$ cat src/hdl/ccu_pkg.sv
// Notes on behaviour
// RL1: the result uses only the fixed 32-bit polynomial 0x4C11DB7.
// RL2: folding takes four cycles for a word, two for a half-word, one for a byte.
// RL3: each new input folds into the stored result until a reload.
// RL4: a 32-bit buffer holds the input so the write completes without waits; the code stalls a result write accepted while the engine is still folding.
// RL5: the scratch byte reads back the last written value, unrelated to the result.
// RL6: control writes and reloads never change the scratch byte.
// RL7: control bits 6:5 select none, 8-bit, 16-bit or 32-bit input mirroring.
// RL8: input groups stay in place; only the bit order inside each is mirrored.
// RL9: control bit 7 set mirrors all 32 result bits on read.
// RL10: writing 1 to control bit 0 reloads the result from the initial value, self-clearing.
// RL11: the initial value is software programmable and resets to all ones.
// RL12: a result read returns the computed result, never the raw written data.
// RL13: software accesses every register as a whole 32-bit word, except the result, which also takes byte and half-word writes.
// RL14: inputs of mixed sizes may follow one another within one calculation.
// RL15: software writes reserved control and scratch bits only as zero.
// RL16: input size follows the write size; narrow writes use the low 8 or 16 bits; with mirroring wider than the write, the code takes higher bits.
// RL17: a result read during a calculation waits until the calculation finishes.
`default_nettype none
package ccu_pkg;
  localparam logic [31:0] CCU_POLY = 32'h04C1_1DB7;
  localparam logic [4:0] CCU_OFS_RESULT = 5'h00;
  localparam logic [4:0] CCU_OFS_SCRATCH = 5'h04;
  localparam logic [4:0] CCU_OFS_CONTROL = 5'h08;
  localparam logic [4:0] CCU_OFS_INIT = 5'h10;
  localparam logic [31:0] CCU_RST_RESULT = 32'hFFFF_FFFF;
  localparam logic [31:0] CCU_RST_INIT = 32'hFFFF_FFFF;
  localparam logic [7:0] CCU_RST_SCRATCH = 8'h00;
  localparam logic CCU_RST_OUT_MIRROR = 1'b0;
  localparam logic [1:0] CCU_RST_IN_SELECT = 2'h0;
  localparam int CCU_CTL_RELOAD_BIT = 0;
  localparam int CCU_CTL_INSEL_LSB = 5;
  localparam int CCU_CTL_OUTMIR_BIT = 7;
  localparam logic [2:0] CCU_CYC_BYTE = 3'h1;
  localparam logic [2:0] CCU_CYC_HALF = 3'h2;
  localparam logic [2:0] CCU_CYC_WORD = 3'h4;
  localparam logic [2:0] CCU_SZ_BYTE = 3'h0;
  localparam logic [2:0] CCU_SZ_HALF = 3'h1;

  typedef enum logic [1:0] {
    CCU_REV_NONE = 2'b00,
    CCU_REV_BYTE = 2'b01,
    CCU_REV_HALF = 2'b10,
    CCU_REV_WORD = 2'b11
  } ccu_insel_type;

  typedef struct packed {
    logic [4:0] addr;
    logic write;
    logic [2:0] size;
  } ccu_access_type;

  function automatic logic [31:0] ccu_mirror32(input logic [31:0] v);
    logic [31:0] r;
    r = '0;
    for (int i = 0; i < 32; i++) begin
      r[i] = v[31-i];
    end
    return r;
  endfunction

  // groups keep their place, bits inside each group mirrored
  function automatic logic [31:0] ccu_reverse_input(input logic [31:0] v, input logic [1:0] sel);
    logic [31:0] m;
    logic [31:0] r;
    m = ccu_mirror32(v);
    r = v;
    unique case (ccu_insel_type'(sel)) // [RL7] [RL8]
      CCU_REV_NONE: r = v;
      CCU_REV_BYTE: r = {m[7:0], m[15:8], m[23:16], m[31:24]};
      CCU_REV_HALF: r = {m[15:0], m[31:16]};
      CCU_REV_WORD: r = m;
    endcase
    return r;
  endfunction
endpackage : ccu_pkg
`default_nettype wire

$ cat src/hdl/ccu_byte_fold.sv
`default_nettype none
module ccu_byte_fold
  import ccu_pkg::*;
(
  input wire logic [31:0] i_crc,
  input wire logic [7:0] i_byte,
  output logic [31:0] o_crc
);
  always_comb begin
    logic [31:0] c;
    c = i_crc ^ {i_byte, 24'h00_0000};
    for (int i = 0; i < 8; i++) begin
      c = c[31] ? ((c << 1) ^ CCU_POLY) : (c << 1); // [RL1]
    end
    o_crc = c;
  end
endmodule : ccu_byte_fold
`default_nettype wire

$ cat src/hdl/ccu_top.sv
`default_nettype none
module ccu_top
  import ccu_pkg::*;
#(
  parameter int ADDR_W = 32
) (
  input wire logic I_CLK_SYS,
  input wire logic I_RST_N,
  input wire logic I_HSEL,
  input wire logic [ADDR_W-1:0] I_HADDR,
  input wire logic [1:0] I_HTRANS,
  input wire logic I_HWRITE,
  input wire logic [2:0] I_HSIZE,
  input wire logic [31:0] I_HWDATA,
  input wire logic I_HREADY,
  output logic [31:0] O_HRDATA,
  output logic O_HREADYOUT,
  output logic O_HRESP
);
  if (ADDR_W < 5) begin : g_chk
    $error("ccu_top: ADDR_W must be at least 5");
  end

  logic [31:0] crc_q, crc_d;
  logic [31:0] init_q, init_d;
  logic [7:0] scratch_q, scratch_d;
  logic out_mirror_q, out_mirror_d;
  logic [1:0] in_select_q, in_select_d;
  logic [31:0] buf_q, buf_d;
  logic [2:0] count_q, count_d;
  ccu_access_type pend_q, pend_d;
  logic pend_vld_q, pend_vld_d;
  logic hready_q, hready_d;
  logic [31:0] hrdata_q, hrdata_d;
  logic [31:0] fold_out;
  logic [31:0] din;
  logic [31:0] rd_val;
  logic [4:0] rd_addr;
  ccu_access_type acc_new;
  logic accept;
  logic data_done;
  logic wr_done;
  logic new_waits;

  ccu_byte_fold u_fold (
    .i_crc(crc_q),
    .i_byte(buf_q[31:24]),
    .o_crc(fold_out)
  );

  assign accept = I_HSEL & I_HTRANS[1] & I_HREADY;
  assign acc_new = '{addr: I_HADDR[4:0], write: I_HWRITE, size: I_HSIZE};
  assign data_done = pend_vld_q & hready_q;
  assign wr_done = data_done & pend_q.write;
  assign din = ccu_reverse_input(I_HWDATA, in_select_q); // [RL7]
  assign new_waits = (acc_new.addr == CCU_OFS_RESULT) | ((acc_new.addr == CCU_OFS_CONTROL) & acc_new.write);

  // register state and the fold engine
  always_comb begin
    crc_d = crc_q;
    init_d = init_q;
    scratch_d = scratch_q;
    out_mirror_d = out_mirror_q;
    in_select_d = in_select_q;
    buf_d = buf_q;
    count_d = count_q;
    if (count_q != 3'h0) begin
      crc_d = fold_out; // [RL3] [RL2]
      buf_d = {buf_q[23:0], 8'h00};
      count_d = count_q - 3'h1;
    end
    if (wr_done) begin
      unique case (pend_q.addr)
        CCU_OFS_RESULT: begin
          // any size may follow any other: [RL14]
          if (pend_q.size == CCU_SZ_BYTE) begin // [RL16]
            buf_d = {din[7:0], 24'h00_0000};
            count_d = CCU_CYC_BYTE;
          end else if (pend_q.size == CCU_SZ_HALF) begin
            buf_d = {din[15:0], 16'h0000};
            count_d = CCU_CYC_HALF;
          end else begin
            buf_d = din; // [RL4]
            count_d = CCU_CYC_WORD;
          end
        end
        CCU_OFS_SCRATCH: scratch_d = I_HWDATA[7:0]; // [RL5]
        CCU_OFS_CONTROL: begin
          out_mirror_d = I_HWDATA[CCU_CTL_OUTMIR_BIT];
          in_select_d = I_HWDATA[CCU_CTL_INSEL_LSB +: 2];
          if (I_HWDATA[CCU_CTL_RELOAD_BIT]) begin
            crc_d = init_q; // [RL10] [RL6]
          end
        end
        CCU_OFS_INIT: init_d = I_HWDATA; // [RL11]
        default: ;
      endcase
    end
  end

  always_ff @(posedge I_CLK_SYS) begin
    if (!I_RST_N) begin
      crc_q <= CCU_RST_RESULT;
      init_q <= CCU_RST_INIT;
      scratch_q <= CCU_RST_SCRATCH;
      out_mirror_q <= CCU_RST_OUT_MIRROR;
      in_select_q <= CCU_RST_IN_SELECT;
      buf_q <= 32'h0000_0000;
      count_q <= 3'h0;
    end else begin
      crc_q <= crc_d;
      init_q <= init_d;
      scratch_q <= scratch_d;
      out_mirror_q <= out_mirror_d;
      in_select_q <= in_select_d;
      buf_q <= buf_d;
      count_q <= count_d;
    end
  end

  // read value built from the next state so it shows the finished result
  always_comb begin
    rd_addr = accept ? acc_new.addr : pend_q.addr;
    unique case (rd_addr)
      CCU_OFS_RESULT: rd_val = out_mirror_d ? ccu_mirror32(crc_d) : crc_d; // [RL9] [RL12]
      CCU_OFS_SCRATCH: rd_val = {24'h00_0000, scratch_d};
      CCU_OFS_CONTROL: rd_val = {24'h00_0000, out_mirror_d, in_select_d, 5'h00};
      CCU_OFS_INIT: rd_val = init_d;
      default: rd_val = 32'h0000_0000;
    endcase
  end

  // bus slave: waits only while the engine is still folding
  always_comb begin
    pend_d = pend_q;
    pend_vld_d = pend_vld_q;
    hready_d = 1'b1;
    hrdata_d = hrdata_q;
    if (accept) begin
      pend_d = acc_new;
      pend_vld_d = 1'b1;
      hready_d = !(new_waits && (count_d != 3'h0)); // [RL17] [RL4]
      if (!acc_new.write) begin
        hrdata_d = rd_val;
      end
    end else begin
      if (data_done) begin
        pend_vld_d = 1'b0;
      end
      if (pend_vld_q && !hready_q) begin
        hready_d = (count_d == 3'h0); // [RL17]
        if (!pend_q.write) begin
          hrdata_d = rd_val;
        end
      end
    end
  end

  always_ff @(posedge I_CLK_SYS) begin
    if (!I_RST_N) begin
      pend_q <= '0;
      pend_vld_q <= 1'b0;
      hready_q <= 1'b1;
      hrdata_q <= 32'h0000_0000;
      O_HRESP <= 1'b0;
    end else begin
      pend_q <= pend_d;
      pend_vld_q <= pend_vld_d;
      hready_q <= hready_d;
      hrdata_q <= hrdata_d;
      O_HRESP <= 1'b0;
    end
  end

  assign O_HRDATA = hrdata_q;
  assign O_HREADYOUT = hready_q;

  reload_from_init_a: assert property (@(posedge I_CLK_SYS) disable iff (!I_RST_N) // [RL10]
    wr_done && pend_q.addr == CCU_OFS_CONTROL && I_HWDATA[CCU_CTL_RELOAD_BIT]
    |=> crc_q == $past(init_q) && count_q == 3'h0)
    else $error("reload did not load the initial value");

  word_four_cycles_a: assert property (@(posedge I_CLK_SYS) disable iff (!I_RST_N) // [RL2]
    wr_done && pend_q.addr == CCU_OFS_RESULT && pend_q.size[1]
    |=> count_q == 3'h4 ##4 count_q == 3'h0)
    else $error("word fold did not take four cycles");

  half_two_cycles_a: assert property (@(posedge I_CLK_SYS) disable iff (!I_RST_N) // [RL2] [RL16]
    wr_done && pend_q.addr == CCU_OFS_RESULT && pend_q.size == CCU_SZ_HALF
    |=> count_q == 3'h2 ##1 count_q == 3'h1 ##1 count_q == 3'h0)
    else $error("half-word fold did not take two cycles");

  byte_one_cycle_a: assert property (@(posedge I_CLK_SYS) disable iff (!I_RST_N) // [RL2] [RL16]
    wr_done && pend_q.addr == CCU_OFS_RESULT && pend_q.size == CCU_SZ_BYTE
    |=> count_q == 3'h1 ##1 count_q == 3'h0)
    else $error("byte fold did not take one cycle");

  fold_accumulates_a: assert property (@(posedge I_CLK_SYS) disable iff (!I_RST_N) // [RL3] [RL1]
    count_q != 3'h0 |=> crc_q == $past(fold_out))
    else $error("fold step did not build on the stored result");

  scratch_holds_a: assert property (@(posedge I_CLK_SYS) disable iff (!I_RST_N) // [RL5] [RL6]
    !(wr_done && pend_q.addr == CCU_OFS_SCRATCH) |=> $stable(scratch_q))
    else $error("scratch byte changed without a scratch write");

  idle_no_wait_a: assert property (@(posedge I_CLK_SYS) disable iff (!I_RST_N) // [RL4]
    accept && count_q == 3'h0 && !data_done |=> hready_q)
    else $error("access to an idle unit was stalled");

  busy_read_held_a: assert property (@(posedge I_CLK_SYS) disable iff (!I_RST_N) // [RL17]
    pend_vld_q && !pend_q.write && pend_q.addr == CCU_OFS_RESULT && count_q != 3'h0 |-> !hready_q)
    else $error("result read completed while folding");

  result_read_value_a: assert property (@(posedge I_CLK_SYS) disable iff (!I_RST_N) // [RL12] [RL9]
    data_done && !pend_q.write && pend_q.addr == CCU_OFS_RESULT
    |-> O_HRDATA == (out_mirror_q ? ccu_mirror32(crc_q) : crc_q))
    else $error("result read did not return the computed result");

  scratch_write_lands_a: assert property (@(posedge I_CLK_SYS) disable iff (!I_RST_N) // [RL5]
    wr_done && pend_q.addr == CCU_OFS_SCRATCH |=> scratch_q == $past(I_HWDATA[7:0]))
    else $error("scratch write did not land");

  init_write_lands_a: assert property (@(posedge I_CLK_SYS) disable iff (!I_RST_N) // [RL11]
    wr_done && pend_q.addr == CCU_OFS_INIT |=> init_q == $past(I_HWDATA))
    else $error("initial value write did not land");
endmodule : ccu_top
`default_nettype wire

$ cat config.mk
export PLATFORM = sky130hd
export DESIGN_NAME = ccu_top
export DESIGN_NICKNAME = d
export VERILOG_FILES = /design/src/hdl/ccu_pkg.sv /design/src/hdl/ccu_byte_fold.sv /design/src/hdl/ccu_top.sv
export SDC_FILE = /design/constraint.sdc
export NUM_CORES = 1
export LEC_CHECK = 0
export BUFFER_PORTS_ARGS = -buffer_cell sky130_fd_sc_hd__buf_2
export CAP_MARGIN = 10
export CORE_MARGIN = 3
export CORE_UTILIZATION = 59
export CTS_CLUSTER_SIZE = 20
export DETAILED_ROUTE_END_ITERATION = 6
export GPL_ROUTABILITY_DRIVEN = 0
export GPL_TIMING_DRIVEN = 0
export MAX_ROUTING_LAYER = met4
export PLACE_DENSITY = 0.81
export SYNTH_ARGS = -nofsm -noshare
export SYNTH_HDL_FRONTEND = slang
export SYNTH_SLANG_ARGS = --single-unit
$ cat constraint.sdc
create_clock -name I_CLK_SYS -period 3.36 [get_ports I_CLK_SYS]
set_input_delay 0.672 -clock I_CLK_SYS [delete_from_list [all_inputs] [get_ports I_CLK_SYS]]
set_output_delay 0.672 -clock I_CLK_SYS [all_outputs]
set_load 0.005 [all_outputs]
# Yosys cells after proc, flatten, opt, wreduce, memory -nomap -nowiden

Index checks and enable logic that the tools add are counted.

Add/subtract/negate cells: 1
Eq/ne operators: 13
Muxes and demuxes: 42
Bitwise logic cells: 15
Reduce and logical (&&, ||, !) cells: 15

Operators by type and width:

| kind                                                                | number |
|---|---|
| 32-bit 2-to-1 mux                                                   | 16 |
| 32-bit one-hot mux with 4 select lines                              | 2 |
| 27-bit 2-to-1 mux                                                   | 8 |
| 14-bit inverter                                                     | 8 |
| 32-bit XOR                                                          | 1 |
| 8-bit 2-to-1 mux                                                    | 2 |
| 5-bit by 4-bit == test with 1-bit output (second input constant)    | 3 |
| 5-bit logical NOT                                                   | 3 |
| 3-bit 2-to-1 mux                                                    | 5 |
| 5-bit by 3-bit == test with 1-bit output (second input constant)    | 2 |
| 5-bit == test (second input constant)                               | 2 |
| 3-bit logical NOT                                                   | 2 |
| 1-bit 2-to-1 mux                                                    | 6 |
| 3-bit nonzero test                                                  | 2 |
| 1-bit bitwise AND                                                   | 5 |
| 5-bit 2-to-1 mux                                                    | 1 |
| 2-bit == test (second input constant)                               | 2 |
| 2-bit 2-to-1 mux                                                    | 2 |
| 2-bit nonzero test                                                  | 2 |
| 3-bit by 1-bit == test with 1-bit output (second input constant)    | 1 |
| 3-bit AND reduction                                                 | 1 |
| 3-bit by 1-bit subtractor with 3-bit output (second input constant) | 1 |
| 2-bit by 1-bit == test with 1-bit output (second input constant)    | 1 |
| 1-bit logical AND                                                   | 2 |
| other kinds (5)                                                     | 6 |

Flip-flop bits (word level): 153
Bits of input ports: 74
Output and inout port bits: 34
Logic and storage cells: 99

# Logic depth before layout (Yosys ltp)

Depth after elaboration: 26
Depth in mapped cells: 11
Mapped depth without buffers: 9

# By module

From an unflattened synthesis, not the netlist that was laid out.

Cell total of the unflattened synthesis: 966
Area, all modules: 9442.8 um^2

Modules (own cells, without submodules):

| module        | instances | cells an instance | area each (um^2) | sequential area each (um^2) |
|---|---|---|---|---|
| ccu_top       | 1         | 901               | 8546.9           | 3062.9 |
| ccu_byte_fold | 1         | 65                | 895.9            | 0.0 |

# Least setup slack after synthesis

No wires, ideal clock.

Kind: in2reg
Start point: input I_HREADY
End point: register hrdata_q[15], in the netlist O_HRDATA[15]
Library setup time: 0.083 ns
Arrival time: 2.599 ns
Required time: 3.277 ns
Slack: 0.678 ns
Stages: 10
Buffers on the path: 3
Cell sequence: and3_1 > clkbuf_1 > buf_2 > mux2i_1 > o21ai_0 > a22o_1 > buf_4 > nor2_1 > nand3_1 > o221ai_1

Longest elaborated chain between the ends: 7
Elaborated cells between the ends (all ways): 15
Those cells by class: eq/ne (5); mux (6); bitwise (1); reduce/logical (3)

RTL lines:

| what                                   | line           | RTL |
|---|---|---|
| from (decl)                            | ccu_top.sv:15  | `input wire logic I_HREADY,` |
| 1-bit bitwise AND *                    | ccu_top.sv:51  | `assign accept = I_HSEL & I_HTRANS[1] & I_HREADY;` |
| 5-bit 2-to-1 mux                       | ccu_top.sv:123 | `rd_addr = accept ? acc_new.addr : pend_q.addr;` |
| 5-bit == test (tied with other cells)  | ccu_top.sv:124 | `unique case (rd_addr)` |
| 32-bit one-hot mux with 4 select lines | ccu_top.sv:124 |  |
| 32-bit 2-to-1 mux                      | ccu_top.sv:152 | `if (!pend_q.write) begin` |
| 32-bit 2-to-1 mux                      | ccu_top.sv:150 | `if (pend_vld_q && !hready_q) begin` |
| 32-bit 2-to-1 mux                      | ccu_top.sv:139 | `if (accept) begin` |
| to (signal assigned)                   | ccu_top.sv:170 | `hrdata_q <= hrdata_d;` |
| to (decl)                              | ccu_top.sv:34  | `logic [31:0] hrdata_q, hrdata_d;` |

Every way passes the cells marked *; elsewhere a longest branch is shown, timed or not. The select of a mux whose other input is x is not followed.
A chain may end at the register's enable or synchronous reset.

# Final worst setup path

Start point: register pend_q[7] (netlist bit)
End point: register hrdata_q[5], in the netlist O_HRDATA[5]

Longest elaborated chain between the ends: 8
Elaborated cells between the ends (all ways): 24
Those cells by class: eq/ne (6); mux (17); reduce/logical (1)

RTL lines:

| what                                                         | line           | RTL |
|---|---|---|
| from (decl)                                                  | ccu_top.sv:31  | `ccu_access_type pend_q, pend_d;` |
| from (signal assigned)                                       | ccu_top.sv:167 | `pend_q <= pend_d;` |
| 5-bit by 4-bit == test with 1-bit output                     | ccu_top.sv:73  | `unique case (pend_q.addr)` |
| 32-bit 2-to-1 mux / 1-bit 2-to-1 mux (equally long branches) | ccu_top.sv:73  |  |
| 32-bit 2-to-1 mux / 1-bit 2-to-1 mux (equally long branches) | ccu_top.sv:72  | `if (wr_done) begin` |
| 32-bit 2-to-1 mux                                            | ccu_top.sv:125 | `CCU_OFS_RESULT: rd_val = out_mirror_d ? ccu_mirror32(crc_d) : crc_d;` |
| 32-bit one-hot mux with 4 select lines *                     | ccu_top.sv:124 |  |
| 32-bit 2-to-1 mux                                            | ccu_top.sv:152 |  |
| 32-bit 2-to-1 mux                                            | ccu_top.sv:150 |  |
| 32-bit 2-to-1 mux *                                          | ccu_top.sv:139 |  |

Marks and branches as above.

==> results.md <==
- Cell taking the most area after synthesis: dfxtp_1
- Met2 routed WL: ~13 mm
- Hold Startpoint: pend_q[1]$_SDFFE_PN0P_
- Synth top cells by count: nand2_1, dfxtp_1, nor2_1
- Diodes inserted: 0
- Mapped Nets: around 1100
- #FFs+latches synth: ~150
- First-pass GRT wire length: approximately 47 mm
- Crit. Startpoint: pend_q[7]$_SDFFE_PN0P_
- Metal-1 WL: roughly 12 mm
- Via count: 8799
- H-Tree Depth: 4
- Hold WC Path Type: reg -> reg
- Core Area: roughly 0.015 sq mm
- Placed Cells incl. Taps: 1259
- DR WL met3: roughly 4.2 mm
- DR WL/cell: 24.0 um
- Fin. max-slew vios: 0
- Least-Margin Pin Slew: between 1 and 1.5 ns
- Final setup fails: 0
- Worst skew pair latency: ~0.44 ns
- Worst r2r src: pend_q[7]$_SDFFE_PN0P_
- Num CTS Buffers: 17
- Drt via density: roughly 7
- Tcrit/Tclk final: 0.960
- Non-Filler Instances: 1291
- Share of layout cells above drive strength 1: 0.182
- GRT Total Usage: 0.385
- Hold Path Depth: 2
- Crit Path Class: reg -> reg
- Final routed DRC violation total: 0
- Synth Flop Type: dfxtp_1
- Design area: just over 0.01 sq mm
- Fmax: about 0.31 GHz
- Total I/O pin count: 108
- Post CTS Setup Buffer Count: 0
- Layout area overhead: 13.5%
- Synth warn: 0
- Peak VDD IR: between 0.5 and 0.6 mV
- Unrepaired setup endpoints after global routing: false
- CTS clk-pin slew, worst paths: approximately 0.07 ns
- Hold Vio Cnt, Final: 0
- Max Clock Skew: approximately 0.014 ns
- Filler cells: 1119
- Leakage power: 4.24 nW
- Number of max-cap violations: 0
- Ys async rst share: 0
- DP HPWL: approximately 23 mm
- Post_cts resized: 0
- Sink Count: approximately 150
- First drt pass iteration count: 6
- Shortest period the worst path allows: approximately 3.2 ns
- Clock tree from TritonCTS: yes
- Cell Area, Placed: just under 0.01 sq mm
- Avg Inst Size Synth: 9.00 sq um
- Startpoint types: flop
- Worst relative slew slack: 0.265
- Worst-path maximum fanout: 9
- Area of the multi-input gates: 0.00555 sq mm
- Reg2Reg Depth: 7
- Row Count: 44
- Post-synth EDFFs: 0
- Synth area leaders: dfxtp_1, mux4_2, mux2i_1
- Gate power share: 0.520
- Status: completed
- Sequential share of power: 0.255
- Sequential area share after synthesis: 0.341
- P_sw: between 3 and 4 mW
- PwrDens: approximately 830 mW/mm^2
- Gate count after technology mapping: between 900 and 1000
- Longest Clk Path Bufs: 2
- Most common cell in the synthesized netlist: nand2_1
- Switching Fraction: 0.415
- Clk pwr share: 0.226
- Req. time, crit path: ~3.7 ns
- WL final: between 30 and 40 mm
- Hold_buf cts: 0
- Fin nets: 1170
- Setup crit end kind: flop
- Share of the synthesized area in the top cell type: 0.341
- Port bufs: 78
- Crit path DAT: about 3.6 ns
- Die Width: around 130 um
- Iteration-0 DRC Markers: 1313
- DR top layer: met4
- ANT nets after route: 0
- Root buf cell: clkbuf_16
- Die height: 129 um
- Int Pwr: approximately 4.9 mW
- GRT overflow: 0
- Register cell area after layout: slightly above 0.003 sq mm
- Largest net degree at the start of global routing: 17
- Vias in the first global route: 8410
- DIE AREA: between 0.015 and 0.02 sq mm
- Synthesized area: between 0.008 and 0.009 sq mm
- Initial antenna violation count: 0
- Synth cell types: 76
- Initial Util: 0.611
logic make-up after synthesis:
logic type / after synthesis / synth area share
xor+xnor: 68 / 0.0994
simple gates: 341 / 0.166
compound gates: 235 / 0.172
other cells: 1 / 0.000418
fa+ha+maj: 2 / 0.00279
flops: 153 / 0.341
mux: 116 / 0.177
buf+inv: 81 / 0.0415
sequential cells by signal, indices dropped and copies added, names as in the netlist:
| name | flops |
|---|---|
| crc_q | 32 |
| init_q | 32 |
| in_select_q | 2 |
| buf_q | 32 |
| scratch_q | 8 |
| O_HRDATA | 32 |
| pend_q | 9 |
| O_HREADYOUT | 1 |
| out_mirror_q | 1 |
| pend_vld_q | 1 |
| count_q | 3 |
power groups by stage:
stage / clock (mW) / sequential [mW] / combinational (mW)
after global routing: 1.96 / 2.16 / 4.62
after CTS: 1.89 / 2.14 / 4.19
after floorplan: 0 / 2.14 / 3.14
final: 1.90 / 2.15 / 4.38
after global placement: 0 / 2.17 / 4.05
after detailed placement: 0 / 2.18 / 4.13
metal layers:
layer,vias to the layer above,track usage
li1,3832,-
met3,158,0.0829
met2,737,0.552
met5,-,-
met4,0,0.219
met1,4072,0.505
worst max-delay path, stage by stage, from the launching register on:
cell,delay [ns]
dfxtp_1,0.42
nor3b_1,0.35
nand3_1,0.30
mux2i_1,0.89
nand2_1,0.39
o32a_1,0.41
o211ai_1,0.22
a22o_1,0.19
stage by stage:
stage	setup slack [ns]	utilization	hold slack, ns	power (mW)	TNS (ns)
after global placement	-0.0720	0.653	0.440	6.23	-0.0720
after global routing	0.0560	0.693	0.473	8.74	0
after floorplan	0.678	-	0.431	5.28	0
after detailed placement	-0.0766	0.653	0.446	6.31	-0.0858
after CTS	0.0534	0.693	0.455	8.22	0
final	0.134	0.693	0.456	8.43	0
layout by cell type (no fill, tap or decap), types with 15 or more instances in the layout:
master / instances
xnor2_1: 37
buf_2: 88
clkbuf_16: 17
nor3_1: 16
dfxtp_1: 153
a221oi_1: 15
mux4_2: 33
nor2_1: 84
a211oi_1: 36
o21ai_0: 44
a21oi_1: 58
nand2_1: 167
mux2i_1: 73
nand3_1: 30
clkbuf_1: 48
area by class of cell:
class	instances	area share
multi-input cells	763	0.545
repair buffers	78	0.0383
plain buffers	74	0.0345
flip-flops and latches	153	0.301
clock inverters	12	0.0112
inverters	7	0.00258
well taps	184	0.0226
clock buffers	20	0.0458
worst paths after layout:
kind | slack, ns | end
worst max-delay path | 0.13 | O_HRDATA[5]$_SDFFE_PN0P_
worst min register to register | 0.46 | pend_q[1]$_SDFFE_PN0P_
worst max register to register | 0.13 | O_HRDATA[5]$_SDFFE_PN0P_
worst min-delay path | 0.46 | pend_q[1]$_SDFFE_PN0P_
No activity file was read; power rests on OpenSTA's default activity.
